File: config.mk
export PLATFORM = sky130hd
export DESIGN_NAME = clt_ctrl
export DESIGN_NICKNAME = d
export VERILOG_FILES = /design/src/hw/clt_pkg.sv /design/src/hw/clt_ctrl.sv /design/src/hw/clt_interval_timer.sv /design/src/hw/clt_sync.sv
export SDC_FILE = /design/constraint.sdc
export NUM_CORES = 1
export LEC_CHECK = 0
export ABC_AREA = 1
export BUFFER_PORTS_ARGS = -buffer_cell sky130_fd_sc_hd__buf_2
export CAP_MARGIN = 0
export CORE_MARGIN = 1.5
export CORE_UTILIZATION = 24
export CTS_CLUSTER_DIAMETER = 50
export DETAILED_ROUTE_END_ITERATION = 8
export HOLD_SLACK_MARGIN = 0.03
export SYNTH_ARGS = -nofsm -noshare
export SYNTH_HDL_FRONTEND = slang
export SYNTH_SLANG_ARGS = --single-unit
File: constraint.sdc
create_clock -name clk -period 3.5 [get_ports clk]
set_clock_uncertainty 0.15 [all_clocks]
set_input_delay 0.525 -clock clk [delete_from_list [all_inputs] [get_ports clk]]
set_output_delay 0.525 -clock clk [all_outputs]
set_load 0.01 [all_outputs]
File: src/hw/clt_pkg.sv
package clt_pkg;

  // Register bus geometry.
  localparam int          CLT_ADDR_W = 8;
  localparam int          CLT_DATA_W = 8;

  // Register offsets.
  localparam logic [7:0]  CLT_ADDR_PIN_CFG    = 8'h6b;
  localparam logic [7:0]  CLT_ADDR_SOFT_TRIG  = 8'h6c;
  localparam logic [7:0]  CLT_ADDR_LP_CTRL    = 8'h6e;
  localparam logic [7:0]  CLT_ADDR_IRQ_STATUS = 8'h70;
  localparam logic [7:0]  CLT_ADDR_IRQ_MASK   = 8'h71;
  localparam logic [7:0]  CLT_ADDR_LP_STATE   = 8'h72;

  // Reset values.
  localparam logic [7:0]  CLT_RST_PIN_CFG    = 8'h00;
  localparam logic [7:0]  CLT_RST_SOFT_TRIG  = 8'h01;
  localparam logic [7:0]  CLT_RST_LP_CTRL    = 8'h88;
  localparam logic [7:0]  CLT_RST_IRQ_STATUS = 8'h00;
  localparam logic [7:0]  CLT_RST_IRQ_MASK   = 8'h00;

  // Field positions.
  localparam int          CLT_PIN_SEL_BIT    = 0;
  localparam int          CLT_STAT_SEL_LSB   = 1;
  localparam int          CLT_SOFT_TRIG_BIT  = 0;
  localparam int          CLT_LOW_POWER_RECAL_ENABLE_BIT      = 0;
  localparam int          CLT_TRIGGER_CONTROLLED_SLEEP_BIT    = 1;
  localparam int          CLT_SETTLE_LSB     = 3;
  localparam int          CLT_SLEEP_LSB      = 5;

  // Interrupt status bit positions.
  localparam int          CLT_EV_FOREGROUND_DONE_FLAG     = 0;
  localparam int          CLT_EV_HALTED      = 1;
  localparam int          CLT_EV_ALARM       = 2;
  localparam int          CLT_EV_WAKE        = 3;
  localparam int          CLT_EV_CAL_DONE    = 4;
  localparam int          CLT_EV_N           = 5;

  // Interval counter width; the longest interval needs 41 bits.
  localparam int          CLT_CNT_W          = 41;

  // Intervals in sample clock periods, and the clock cycles per period.
  localparam logic [40:0] CLT_CYC_PER_PERIOD = 41'h1;
  localparam logic [40:0] CLT_SLEEP_PER_0    = 41'd1152;
  localparam logic [40:0] CLT_SLEEP_PER_1    = 41'd4194432;
  localparam logic [40:0] CLT_SLEEP_PER_2    = 41'd33554560;
  localparam logic [40:0] CLT_SLEEP_PER_3    = 41'd268435584;
  localparam logic [40:0] CLT_SLEEP_PER_4    = 41'd2147483776;
  localparam logic [40:0] CLT_SLEEP_PER_5    = 41'd17179869312;
  localparam logic [40:0] CLT_SLEEP_PER_6    = 41'd137438953600;
  localparam logic [40:0] CLT_SLEEP_PER_7    = 41'd1099511627904;
  localparam logic [40:0] CLT_SETTLE_PER_0   = 41'd1152;
  localparam logic [40:0] CLT_SETTLE_PER_1   = 41'd33554560;
  localparam logic [40:0] CLT_SETTLE_PER_2   = 41'd268435584;
  localparam logic [40:0] CLT_SETTLE_PER_3   = 41'd2147483776;

  // The block runs on the sample clock itself, so the factor is one.
  localparam logic [40:0] CLT_SLEEP_CYC_0    = 41'(CLT_SLEEP_PER_0 * CLT_CYC_PER_PERIOD);
  localparam logic [40:0] CLT_SLEEP_CYC_1    = 41'(CLT_SLEEP_PER_1 * CLT_CYC_PER_PERIOD);
  localparam logic [40:0] CLT_SLEEP_CYC_2    = 41'(CLT_SLEEP_PER_2 * CLT_CYC_PER_PERIOD);
  localparam logic [40:0] CLT_SLEEP_CYC_3    = 41'(CLT_SLEEP_PER_3 * CLT_CYC_PER_PERIOD);
  localparam logic [40:0] CLT_SLEEP_CYC_4    = 41'(CLT_SLEEP_PER_4 * CLT_CYC_PER_PERIOD);
  localparam logic [40:0] CLT_SLEEP_CYC_5    = 41'(CLT_SLEEP_PER_5 * CLT_CYC_PER_PERIOD);
  localparam logic [40:0] CLT_SLEEP_CYC_6    = 41'(CLT_SLEEP_PER_6 * CLT_CYC_PER_PERIOD);
  localparam logic [40:0] CLT_SLEEP_CYC_7    = 41'(CLT_SLEEP_PER_7 * CLT_CYC_PER_PERIOD);
  localparam logic [40:0] CLT_SETTLE_CYC_0   = 41'(CLT_SETTLE_PER_0 * CLT_CYC_PER_PERIOD);
  localparam logic [40:0] CLT_SETTLE_CYC_1   = 41'(CLT_SETTLE_PER_1 * CLT_CYC_PER_PERIOD);
  localparam logic [40:0] CLT_SETTLE_CYC_2   = 41'(CLT_SETTLE_PER_2 * CLT_CYC_PER_PERIOD);
  localparam logic [40:0] CLT_SETTLE_CYC_3   = 41'(CLT_SETTLE_PER_3 * CLT_CYC_PER_PERIOD);

  // Status pin source selection.
  localparam logic [1:0]  CLT_STAT_FOREGROUND_DONE_FLAG   = 2'h0;
  localparam logic [1:0]  CLT_STAT_HALTED    = 2'h1;
  localparam logic [1:0]  CLT_STAT_ALARM     = 2'h2;
  localparam logic [1:0]  CLT_STAT_LOW       = 2'h3;

  // Offline core low-power sequence.
  typedef enum logic [1:0] {
    CLT_ST_IDLE   = 2'b00,
    CLT_ST_SLEEP  = 2'b01,
    CLT_ST_SETTLE = 2'b10,
    CLT_ST_CAL    = 2'b11
  } clt_lp_state_t;

endpackage

File: src/hw/clt_ctrl.sv
// The plain strobed port was decided locally.
`timescale 1ns/1ps
module clt_ctrl
  import clt_pkg::*;
#(
  parameter logic [CLT_CNT_W-1:0] SLEEP_CYC_0  = CLT_SLEEP_CYC_0,
  parameter logic [CLT_CNT_W-1:0] SLEEP_CYC_1  = CLT_SLEEP_CYC_1,
  parameter logic [CLT_CNT_W-1:0] SLEEP_CYC_2  = CLT_SLEEP_CYC_2,
  parameter logic [CLT_CNT_W-1:0] SLEEP_CYC_3  = CLT_SLEEP_CYC_3,
  parameter logic [CLT_CNT_W-1:0] SLEEP_CYC_4  = CLT_SLEEP_CYC_4,
  parameter logic [CLT_CNT_W-1:0] SLEEP_CYC_5  = CLT_SLEEP_CYC_5,
  parameter logic [CLT_CNT_W-1:0] SLEEP_CYC_6  = CLT_SLEEP_CYC_6,
  parameter logic [CLT_CNT_W-1:0] SLEEP_CYC_7  = CLT_SLEEP_CYC_7,
  parameter logic [CLT_CNT_W-1:0] SETTLE_CYC_0 = CLT_SETTLE_CYC_0,
  parameter logic [CLT_CNT_W-1:0] SETTLE_CYC_1 = CLT_SETTLE_CYC_1,
  parameter logic [CLT_CNT_W-1:0] SETTLE_CYC_2 = CLT_SETTLE_CYC_2,
  parameter logic [CLT_CNT_W-1:0] SETTLE_CYC_3 = CLT_SETTLE_CYC_3
) (
  input  wire logic                  clk,
  input  wire logic                  srst,
  input  wire logic [CLT_ADDR_W-1:0] addr,
  input  wire logic [CLT_DATA_W-1:0] wr_data,
  input  wire logic                  wr_en,
  input  wire logic                  rd_en,
  output logic      [CLT_DATA_W-1:0] rd_data,
  input  wire logic                  calibration_trigger_pin,
  input  wire logic                  foreground_done_flag,
  input  wire logic                  calibration_halted_flag,
  input  wire logic                  alarm,
  input  wire logic                  background_recal_enable,
  input  wire logic                  offline_cal_done,
  output logic                       calibration_status_pin,
  output logic                       calibration_trigger,
  output logic                       offline_core_sleep,
  output logic                       offline_core_settle,
  output logic                       offline_core_calibrate,
  output logic                       irq
);

  if (SLEEP_CYC_0 == '0 || SLEEP_CYC_1 == '0 || SLEEP_CYC_2 == '0 || SLEEP_CYC_3 == '0 ||
      SLEEP_CYC_4 == '0 || SLEEP_CYC_5 == '0 || SLEEP_CYC_6 == '0 || SLEEP_CYC_7 == '0 ||
      SETTLE_CYC_0 == '0 || SETTLE_CYC_1 == '0 || SETTLE_CYC_2 == '0 || SETTLE_CYC_3 == '0)
  begin : g_bad_interval
    $error("Every interval must be at least one cycle.");
  end

  // Register storage.
  logic [7:0]          calib_pin_config;
  logic [7:0]          calib_software_trigger;
  logic [7:0]          lowpower_calib_control;
  logic [CLT_EV_N-1:0] irq_status;
  logic [CLT_EV_N-1:0] irq_mask;

  // Field views.
  wire                 trigger_source_pin_select = calib_pin_config[CLT_PIN_SEL_BIT];
  wire  [1:0]          status_select             = calib_pin_config[CLT_STAT_SEL_LSB +: 2];
  wire                 software_trigger_bit      = calib_software_trigger[CLT_SOFT_TRIG_BIT];
  wire                 low_power_recal_enable    = lowpower_calib_control[CLT_LOW_POWER_RECAL_ENABLE_BIT];
  wire                 trigger_controlled_sleep  = lowpower_calib_control[CLT_TRIGGER_CONTROLLED_SLEEP_BIT];
  wire  [1:0]          settle_interval_code      = lowpower_calib_control[CLT_SETTLE_LSB +: 2];
  wire  [2:0]          sleep_interval_code       = lowpower_calib_control[CLT_SLEEP_LSB +: 3];

  // Write decode.
  wire                 wr_pin_cfg    = wr_en && (addr == CLT_ADDR_PIN_CFG);
  wire                 wr_soft_trig  = wr_en && (addr == CLT_ADDR_SOFT_TRIG);
  wire                 wr_lp_ctrl    = wr_en && (addr == CLT_ADDR_LP_CTRL);
  wire                 wr_irq_status = wr_en && (addr == CLT_ADDR_IRQ_STATUS);
  wire                 wr_irq_mask   = wr_en && (addr == CLT_ADDR_IRQ_MASK);

  // Trigger selection.
  logic                trigger_pin_sync;
  wire                 selected_trigger;

  clt_sync u_trig_sync (
    .clk      (clk),
    .srst     (srst),
    .async_in (calibration_trigger_pin),
    .sync_out (trigger_pin_sync)
  );

  // The raw pin never reaches this mux, only its synchronised copy.
  assign selected_trigger = trigger_source_pin_select ? trigger_pin_sync
                                                      : software_trigger_bit;

  // Status pin source.
  logic                next_status_pin;

  always_comb begin
    case (status_select)
      CLT_STAT_FOREGROUND_DONE_FLAG: next_status_pin = foreground_done_flag;
      CLT_STAT_HALTED:  next_status_pin = calibration_halted_flag;
      CLT_STAT_ALARM:   next_status_pin = alarm;
      default:          next_status_pin = 1'b0;
    endcase
  end

  // Interval lookup.
  function automatic logic [CLT_CNT_W-1:0] sleep_cycles(input logic [2:0] code);
    logic [CLT_CNT_W-1:0] r;
    case (code)
      3'h0:    r = SLEEP_CYC_0;
      3'h1:    r = SLEEP_CYC_1;
      3'h2:    r = SLEEP_CYC_2;
      3'h3:    r = SLEEP_CYC_3;
      3'h4:    r = SLEEP_CYC_4;
      3'h5:    r = SLEEP_CYC_5;
      3'h6:    r = SLEEP_CYC_6;
      default: r = SLEEP_CYC_7;
    endcase
    return r;
  endfunction

  function automatic logic [CLT_CNT_W-1:0] settle_cycles(input logic [1:0] code);
    logic [CLT_CNT_W-1:0] r;
    case (code)
      2'h0:    r = SETTLE_CYC_0;
      2'h1:    r = SETTLE_CYC_1;
      2'h2:    r = SETTLE_CYC_2;
      default: r = SETTLE_CYC_3;
    endcase
    return r;
  endfunction

  // Low-power sequencing of the offline core.
  clt_lp_state_t        state;
  clt_lp_state_t        next_state;
  logic                 timer_expired;
  logic [CLT_CNT_W-1:0] timer_remaining;

  // Without background calibration the enable bit is ignored.
  wire                  lp_active   = low_power_recal_enable && background_recal_enable;
  wire                  sleep_done  = trigger_controlled_sleep ? !calibration_trigger
                                                               : timer_expired;
  wire                  enter_sleep  = (next_state == CLT_ST_SLEEP) && (state != CLT_ST_SLEEP);
  wire                  enter_settle = (next_state == CLT_ST_SETTLE) && (state != CLT_ST_SETTLE);
  wire                  timer_load   = enter_sleep || enter_settle;
  wire [CLT_CNT_W-1:0]  timer_value  = enter_sleep ? sleep_cycles(sleep_interval_code)
                                                   : settle_cycles(settle_interval_code);

  always_comb begin
    next_state = state;
    case (state)
      CLT_ST_IDLE: begin
        if (lp_active) begin
          next_state = CLT_ST_SLEEP;
        end
      end
      CLT_ST_SLEEP: begin
        if (!lp_active) begin
          next_state = CLT_ST_IDLE;
        end else if (sleep_done) begin
          next_state = CLT_ST_SETTLE;
        end
      end
      CLT_ST_SETTLE: begin
        if (!lp_active) begin
          next_state = CLT_ST_IDLE;
        end else if (timer_expired) begin
          next_state = CLT_ST_CAL;
        end
      end
      default: begin
        if (!lp_active) begin
          next_state = CLT_ST_IDLE;
        end else if (offline_cal_done) begin
          next_state = CLT_ST_SLEEP;
        end
      end
    endcase
  end

  clt_interval_timer #(
    .CNT_W (CLT_CNT_W)
  ) u_timer (
    .clk        (clk),
    .srst       (srst),
    .load       (timer_load),
    .load_value (timer_value),
    .remaining  (timer_remaining),
    .expired    (timer_expired)
  );

  // Event sources; the set term wins over a write-one-to-clear in the same cycle.
  logic                foreground_done_flag_q;
  logic                halted_q;
  logic                alarm_q;
  wire  [CLT_EV_N-1:0] irq_events;
  wire  [CLT_EV_N-1:0] irq_clear = wr_irq_status ? wr_data[CLT_EV_N-1:0] : '0;

  assign irq_events[CLT_EV_FOREGROUND_DONE_FLAG]  = foreground_done_flag && !foreground_done_flag_q;
  assign irq_events[CLT_EV_HALTED]   = calibration_halted_flag && !halted_q;
  assign irq_events[CLT_EV_ALARM]    = alarm && !alarm_q;
  assign irq_events[CLT_EV_WAKE]     = enter_settle;
  assign irq_events[CLT_EV_CAL_DONE] = (state == CLT_ST_CAL) && offline_cal_done;

  // Read mux.
  logic [7:0]          next_rd_data;

  always_comb begin
    if (!rd_en) begin
      next_rd_data = 8'h00;
    end else if (addr == CLT_ADDR_PIN_CFG) begin
      next_rd_data = calib_pin_config;
    end else if (addr == CLT_ADDR_SOFT_TRIG) begin
      next_rd_data = calib_software_trigger;
    end else if (addr == CLT_ADDR_LP_CTRL) begin
      next_rd_data = lowpower_calib_control;
    end else if (addr == CLT_ADDR_IRQ_STATUS) begin
      next_rd_data = 8'(irq_status);
    end else if (addr == CLT_ADDR_IRQ_MASK) begin
      next_rd_data = 8'(irq_mask);
    end else if (addr == CLT_ADDR_LP_STATE) begin
      next_rd_data = {4'h0, trigger_pin_sync, calibration_trigger, state};
    end else begin
      next_rd_data = 8'h00;
    end
  end

  // The three control registers are stored whole and irq_mask keeps only its low CLT_EV_N bits; keeping reserved bits at reset value is software's duty.
  always_ff @(posedge clk) begin
    if (srst) begin
      calib_pin_config       <= CLT_RST_PIN_CFG;
      calib_software_trigger <= CLT_RST_SOFT_TRIG;
      lowpower_calib_control <= CLT_RST_LP_CTRL;
      irq_mask               <= CLT_EV_N'(CLT_RST_IRQ_MASK);
    end else begin
      if (wr_pin_cfg) begin
        calib_pin_config <= wr_data;
      end
      if (wr_soft_trig) begin
        calib_software_trigger <= wr_data;
      end
      if (wr_lp_ctrl) begin
        lowpower_calib_control <= wr_data;
      end
      if (wr_irq_mask) begin
        irq_mask <= wr_data[CLT_EV_N-1:0];
      end
    end
  end

  always_ff @(posedge clk) begin
    if (srst) begin
      irq_status <= CLT_EV_N'(CLT_RST_IRQ_STATUS);
      foreground_done_flag_q  <= 1'b0;
      halted_q   <= 1'b0;
      alarm_q    <= 1'b0;
    end else begin
      irq_status <= (irq_status & ~irq_clear) | irq_events;
      foreground_done_flag_q  <= foreground_done_flag;
      halted_q   <= calibration_halted_flag;
      alarm_q    <= alarm;
    end
  end

  always_ff @(posedge clk) begin
    if (srst) begin
      state                  <= CLT_ST_IDLE;
      rd_data                <= 8'h00;
      calibration_status_pin <= 1'b0;
      calibration_trigger    <= 1'b1;
      offline_core_sleep     <= 1'b0;
      offline_core_settle    <= 1'b0;
      offline_core_calibrate <= 1'b0;
      irq                    <= 1'b0;
    end else begin
      state                  <= next_state;
      rd_data                <= next_rd_data;
      calibration_status_pin <= next_status_pin;
      calibration_trigger    <= selected_trigger;
      offline_core_sleep     <= (next_state == CLT_ST_SLEEP);
      offline_core_settle    <= (next_state == CLT_ST_SETTLE);
      offline_core_calibrate <= (next_state == CLT_ST_CAL);
      irq                    <= |(((irq_status & ~irq_clear) | irq_events) & irq_mask);
    end
  end
endmodule

File: src/hw/clt_interval_timer.sv
`timescale 1ns/1ps
module clt_interval_timer
  import clt_pkg::*;
#(
  parameter int CNT_W = CLT_CNT_W
) (
  input  wire logic             clk,
  input  wire logic             srst,
  input  wire logic             load,
  input  wire logic [CNT_W-1:0] load_value,
  output logic      [CNT_W-1:0] remaining,
  output logic                  expired
);

  if (CNT_W < 2) begin : g_bad_width
    $error("Interval counter needs at least two bits.");
  end

  // A load of N makes expired rise N cycles later, so the caller's state lasts N cycles.
  always_ff @(posedge clk) begin
    if (srst) begin
      remaining <= '0;
    end else if (load) begin
      remaining <= load_value - CNT_W'(1);
    end else if (remaining != '0) begin
      remaining <= remaining - CNT_W'(1);
    end
  end

  assign expired = (remaining == '0);
endmodule

File: src/hw/clt_sync.sv
`timescale 1ns/1ps
module clt_sync
  import clt_pkg::*;
(
  input  wire logic clk,
  input  wire logic srst,
  input  wire logic async_in,
  output logic      sync_out
);

  logic meta;

  // The first stage feeds only the second stage.
  always_ff @(posedge clk) begin
    if (srst) begin
      meta     <= 1'b0;
      sync_out <= 1'b0;
    end else begin
      meta     <= async_in;
      sync_out <= meta;
    end
  end
endmodule

==> results of run 1 <==
[layout make-up]
type | count | area share, %
multi-input cells | 573 | 46.1
flip-flops and latches | 96 | 31.1
inverters | 120 | 7.28
well taps | 280 | 5.67
repair buffers | 55 | 5.30
clock buffers | 10 | 3.70
clock inverters | 6 | 0.911
[power breakdown]
part,leakage [nW],internal [W],switching [W]
Combinational,1.90,0.00119,0.00239
Sequential,0.780,0.00132,0.000163
Clock,0.138,0.000501,0.000489
[metrics by stage]
| step | util (%) | instances | TNS (ns) | cell area, sq um | hold slack, ns |
|---|---|---|---|---|---|
| after CTS | 28.1 | 1138 | 0 | 6120 | 0.220 |
| after global placement | 26.8 | 1122 | 0 | 5830 | 0.240 |
| after global routing | 28.4 | 1140 | -0.0810 | 6180 | 0.216 |
| after floorplan | - | 813 | 0 | 5310 | 0.238 |
| final | 28.4 | 1140 | 0 | 6180 | 0.226 |
| after detailed placement | 26.8 | 1122 | 0 | 5830 | 0.246 |
[cells in the final DEF (no fill, tap or decap), types with 3 or more instances in the layout]
cell type	synthesis	final
a21oi_1	66	66
nand4_1	22	22
o21ai_0	60	60
o21ai_1	3	3
nand3_1	59	58
nand2_1	146	146
xor2_1	4	4
nor3_1	15	14
clkbuf_16	0	9
inv_6	0	3
inv_1	113	113
nand3b_1	3	3
o22ai_1	4	4
a221oi_1	5	5
nand2_2	8	8
dfxtp_1	96	96
nor2_1	124	123
nor2_4	7	9
buf_4	2	15
nand2_4	4	3
nor2_2	19	18
inv_2	7	7
buf_2	5	39
[critical path, cell delays in order (launching register included)]
cell and delay [ns]:
dfxtp_1 0.31, nor2_1 0.13, nand2_1 0.07, nor2_1 0.12
nand2_1 0.09, nor2_2 0.15, nand3_1 0.10, nand2_1 0.15
nand4_4 0.15, a21boi_4 0.21, buf_4 0.18, nand2_1 0.08
ha_1 0.23, nand2_1 0.14, nor2_4 0.17, nand2_1 0.12
nor2_4 0.18, nand4_1 0.17, o21ai_1 0.16, a21oi_1 0.05
[what timing repair did]
item | in CTS | in global routing
endpoints found under the hold margin | 0 | 0
gates resized for setup | 0 | 7
buffers inserted | 0 | 2
endpoints found under the setup margin | 0 | 17
hold buffers | 0 | 0
[state kept, by name (all words and copies together), names as in the netlist, 2 cells and up]
name / cells
irq_mask: 5
irq_status: 5
lowpower_calib_control: 8
rd_data: 8
calib_software_trigger: 8
state: 2
calib_pin_config: 8
u_timer.remaining: 41
[worst max-delay path by stage]
stage / start / end / slack, ns / cells after the start
after floorplan: u_timer.remaining[0] / u_timer.remaining[34] / 0.56 / 22
after global placement: u_timer.remaining[0] / u_timer.remaining[26] / 0.21 / 19
after detailed placement: u_timer.remaining[0] / u_timer.remaining[26] / 0.20 / 19
after CTS: u_timer.remaining[0] / u_timer.remaining[26] / 0.17 / 19
after global routing: u_timer.remaining[27] / u_timer.remaining[14] / -0.02 / 21
final: u_timer.remaining[20] / u_timer.remaining[26] / 0.26 / 19
[cell families after synthesis]
| group | synth area share [%] |
|---|---|
| AO/OA/AOI/OAI | 15.6 |
| adder cells (fa/ha/maj) | 0.236 |
| AND/OR/NAND/NOR | 36.1 |
| buffers and inverters | 10.9 |
| XOR/XNOR | 0.990 |
| flip-flops | 36.2 |
[layer usage]
layer / part of all wire, % / track usage [%] / vias up
li1: - / - / 2721
met1: 46 / 18.1 / 2421
met2: 46 / 23.0 / 123
met3: 5.7 / 2.75 / 23
met4: 2.0 / 5.43 / 0
met5: 0 / 0 / -
==> metrics, run 1 <==
Final Setup Violations 0; antenna cell count 0; GRT Util Overall 14.0%; Fin. Hold Viols 0; first-pass GRT wire length 24.9 mm; router iterations before antenna repair 4; yosys warns 0; io pins 40; Post-Syn Area 0.00531 sq mm; clock transition at the registers of the reported paths 0.07 ns; drc violations 0; synthesized flop and latch total 96; status complete, no violations; Top FF cell, synth dfxtp_1; crit path capture type flip-flop; PortBufs 39; PwrDens 979 mW/mm^2; Cells on Worst Hold Path 3; CTS Buf Count 9; Initial Util 24.4%; Die Width 152 um; antenna violations before repair 0; WP data required 3.60 ns; DR iter-0 viols 318; synth cell count leaders 146 x nand2_1, 124 x nor2_1, 113 x inv_1, 96 x dfxtp_1, 66 x a21oi_1; number of max-cap violations 0; Reg-to-Reg End u_timer.remaining[26]; Fillers 2,420; Worst Hold Path EP u_trig_sync.meta; Post-synth EDFFs 0; Async S/R FF share, synth 0%; Area Growth Syn to Fin 16.5%; Hold Path Class in -> reg; Root Driver clkbuf_16; Pins Over Slew Limit 0; length in cells of the worst reg-to-reg path 19; Max Fanout on Critical Path 9; count leader, synth nand2_1; grt ovf 0; register area 0.00192 sq mm; FMAX 0.309 GHz; Synth Net Count 840; CORE AREA 0.0218 sq mm; worst rel slew slack 49.5%; largest net degree at the start of global routing 32; Crit Path Category reg -> reg; final worst path period share 92.5%; R2R setup slack 0.26 ns; Lkg Pwr 2.82 nW; Sink Count 96; critical path arrival 3.34 ns; Avg Cell Area, Syn 6.53 sq um; Detail Placement HPWL 11.5 mm; antenna-violating nets left 0; wire per inst 13.4 um; die height 152 um; Hold Path Origin calibration_trigger_pin; clock buffer depth 2; worst slew pin tran 0.748 ns; post-layout worst setup margin 0.263 ns; number of global-route vias before repair 4,929; multi-input logic area 0.00285 sq mm; vias per cell 4.64; leading area contributor after synthesis dfxtp_1; crit start category flip-flop; TritonCTS clock tree built; Total Wirelength 15.2 mm; post-synth top area share 36.2%; DR vias 5,288; Synth Instances 813; Final Power 0.00605 W; Synth cell types 45; Worst-Skew Late Latency 0.36 ns; H-tree depth 3; pre-CTS WS 0.197 ns; minimum clock period after layout 3.24 ns; DIE AREA 0.0230 sq mm; RePlAce Congestion 0.912; Seq/Total Area, Yosys 36.2%; R2R Path Start u_timer.remaining[20]; Final #Nets 882; num rows 54; Area contributors post-synth dfxtp_1 36%, nand2_1 10%, nor2_1 8.8%, inv_1 8.0%, a21oi_1 6.2%; peak supply drop 0.385 mV; share of cells above drive strength 1 14.4%
(Power assumes the default switching activity.)
==> run 2, diff against run 1 <==
--- a/config.mk
+++ b/config.mk
@@ -5,7 +5,7 @@
 export SDC_FILE = /design/constraint.sdc
 export NUM_CORES = 1
 export LEC_CHECK = 0
-export ABC_AREA = 1
+export ABC_AREA = 0
 export BUFFER_PORTS_ARGS = -buffer_cell sky130_fd_sc_hd__buf_2
 export CAP_MARGIN = 0
 export CORE_MARGIN = 1.5
==> run 2 against run 1 <==
The flow now finishes with violations (setup timing); cell count down 9.6%; critical path type unchanged; utilization up 6.8 points; largest cell class unchanged; synthesized cell count down 25%; worst setup slack worse by 0.67 ns.
==> metrics, run 2 <==
slowest stage delay, CP 0.59 ns (+0.28 ns); H-tree depth 3 (unchanged); largest net degree at the start of global routing 71 (+120%); status complete, but fails checks; Hold Path Origin calibration_trigger_pin; critical path arrival 4.02 ns (+0.68 ns); Clk network pwr share 17.8% (+1.4 points); PortBufs 39 (unchanged); max reg flops 41 (unchanged); failing checks setup timing; Sink Count 96 (unchanged); crit path capture type flip-flop; synthesized flop and latch total 96 (unchanged); Initial Util 24.7% (+0.31 points); leading area contributor after synthesis dfxtp_1; Lkg Pwr 2.76 nW (-2.2%); CP bufs+invs 0 (-1); CORE AREA 0.0197 sq mm (-9.4%); post-layout worst setup margin -0.411 ns (-0.674 ns); Worst-Skew Late Latency 0.36 ns (about the same); synth cell count leaders 96 x dfxtp_1, 73 x nand2_1, 71 x nor2_1, 47 x a21oi_1, 46 x nand3_1; clock buffer depth 2 (unchanged); CTS Buf Count 9 (unchanged); RePlAce Congestion 0.855 (-6.2%); Top delay family on crit path simple AND/OR/NAND/NOR gates; Max Used Layer met4; crit start category flip-flop; grt ovf 0 (unchanged); Fillers 2,020 (-17%); Crit Path Category reg -> reg; R2R Path Start u_timer.remaining[28]; Cells on Worst Hold Path 2 (-1); Comb power frac 59.0% (-0.2 points); Worst Hold Path EP u_trig_sync.meta; Final #Nets 788 (-11%); Top FF cell, synth dfxtp_1; post-synth top area share 39.4% (+3.2 points); antenna-violating nets left 0 (unchanged); Root Driver clkbuf_16; peak supply drop 0.362 mV (-5.9%); commonest non-fill, non-tap cell in the layout buf_4; num rows 51 (-5.6%); Final Non-Filler Cells 1,031 (-9.6%); met2 WL 7.21 mm (+2.7%); Hold Path Class in -> reg; Async S/R FF share, synth 0% (unchanged); drc violations 0 (unchanged); DR iter-0 viols 403 (+27%); Area Growth Syn to Fin 42.4%; Die Width 145 um (-4.1%); multi-input logic area 0.00314 sq mm (+10%); length in cells of the worst reg-to-reg path 15 (-4); DR vias 5,128 (-3.0%); count leader, synth dfxtp_1; register area 0.00192 sq mm (+0.13%); PwrDens 853 mW/mm^2 (-13%); Post-synth EDFFs 0 (unchanged); yosys warns 0 (unchanged); Synth Instances 613 (-25%); hold_buf cts 0 (unchanged); antenna cell count 0 (unchanged); Synth cell types 65 (+44%); Final Setup Violations 20 (+20); critical path's slowest cell or4b_4; WP data required 3.61 ns (about the same); Fin. Hold Viols 0 (unchanged); Synth Net Count 640 (-24%); number of global-route vias before repair 5,056 (+2.6%); Sw Share 39.9% (-10 points); Detail Placement HPWL 10.7 mm (-6.9%); internal power 0.00355 W (+18%); TritonCTS clock tree built; minimum clock period after layout 3.91 ns (+0.674 ns); Area contributors post-synth dfxtp_1 39%, nand2_1 5.6%, nor2_1 5.5%, a21oi_1 4.8%, nand3_1 4.7%; commonest non-fill, non-tap cells in the layout 119 x buf_4, 94 x dfxtp_1, 71 x nand2_1; pre-CTS WS -0.442 ns (-0.639 ns); antenna violations before repair 0 (unchanged); Flop pwr share 23.2% (-1.2 points); Seq/Total Area, Yosys 39.4% (+3.2 points); die height 145 um (-4.1%); router iterations before antenna repair 5 (+1); Max Fanout on Critical Path 4 (-5); Pins Over Slew Limit 0 (unchanged); R2R setup slack -0.41 ns (-0.67 ns); Reg-to-Reg End u_timer.remaining[38]; worst slew pin tran 0.829 ns (+0.0815 ns); first-pass GRT wire length 25.7 mm (+3.5%); Total Wirelength 15.6 mm (+2.4%); share of cells above drive strength 1 31.2% (+17 points); FMAX 0.256 GHz (-17%); setup repair after global routing missed its margin yes; clock transition at the registers of the reported paths 0.08 ns (about the same); Post-Syn Area 0.00487 sq mm (-8.2%); register name with the most flops u_timer.remaining; Sw Pwr 0.00236 W (-22%); number of max-cap violations 0 (unchanged); wl on met1 7.23 mm (+3.1%); vias per cell 4.97 (+7.2%); io pins 40 (unchanged); wire per inst 15.1 um (+13%); Avg Cell Area, Syn 7.95 sq um (+22%); post-placement cell count 998 (-11%); DR WL met3 737 um (-16%); DIE AREA 0.0212 sq mm (-8.0%); GRT Util Overall 15.0% (+0.95 points); final worst path period share 112% (+19 points); worst rel slew slack 44.7% (-4.8 points); CP Cell Sequence or4_4, or4b_4, o41a_1, nor2_4, mux2i_4, nand2_4, ha_4, nand3_2, nor2_2, o21ai_1, mux2i_1, and3_4, nand3_4, nor4b_4, mux2_4
==> run 2: cell type report <==
| type | instances | share of cell area, % |
|---|---|---|
| timing repair buffer | 168 | 17.4 |
| sequential | 96 | 27.7 |
| inverter | 6 | 0.325 |
| clock buffer | 9 | 3.25 |
| tap | 265 | 4.78 |
| multi-input combinational | 480 | 45.2 |
| clock inverter | 7 | 1.24 |
==> run 2: what timing repair did <==
item,CTS,global route
gates resized for setup,23,33
setup buffers,17,8
pin swaps,12,16
endpoints found under the setup margin,25,28
==> run 2: worst max path at each step <==
stage	startpoint	endpoint	slack (ns)	cells after the start
final	u_timer.remaining[28]	u_timer.remaining[38]	-0.41	15
after global routing	u_timer.remaining[28]	u_timer.remaining[38]	-0.56	15
after CTS	u_timer.remaining[28]	u_timer.remaining[38]	-0.38	15
after detailed placement	u_timer.remaining[28]	u_timer.remaining[38]	-0.44	15
after global placement	u_timer.remaining[28]	u_timer.remaining[38]	-0.39	15
after floorplan	u_timer.remaining[28]	u_timer.remaining[38]	-0.80	17
==> run 2: power groups by stage <==
stage	Sequential, W	Clock [W]	Combinational, W
after detailed placement	0.00140	0	0.00301
after CTS	0.00137	0.00108	0.00327
final	0.00137	0.00105	0.00349
after global placement	0.00139	0	0.00299
after global routing	0.00140	0.00112	0.00380
after floorplan	0.00143	0	0.00167
==> run 2: metal layers <==
layer	vias to the layer above	track usage [%]
met1	2415	19.4
li1	2538	-
met2	143	23.8
met5	-	0
met3	32	3.39
met4	0	6.53
==> run 2: cells by family (layout without fill, tap and decap cells) <==
logic type / after synthesis / after routing / share of synthesized area, %
AOI/OAI and AO/OA: 128 / 128 / 17.5
xor gates and xnor gates: 17 / 17 / 3.06
adders and majority gates: 1 / 1 / 0.257
buffers and inverters: 37 / 190 / 2.98
DFF: 96 / 96 / 39.4
muxes: 22 / 22 / 5.14
and+or+nand+nor: 312 / 312 / 31.6
==> run 2: through the flow <==
stage / util (%) / instance area [sq um] / setup TNS (ns) / hold WS (ns) / total power, W
2_1_floorplan: - / 5000 / -5.01 / 0.264 / 0.00310
3_3_place_gp: 31.5 / 6220 / -3.80 / 0.292 / 0.00438
3_5_place_dp: 31.5 / 6220 / -4.72 / 0.296 / 0.00441
4_1_cts: 34.3 / 6760 / -3.41 / 0.217 / 0.00572
5_1_grt: 35.2 / 6940 / -7.08 / 0.256 / 0.00632
6_report: 35.2 / 6940 / -3.88 / 0.224 / 0.00591
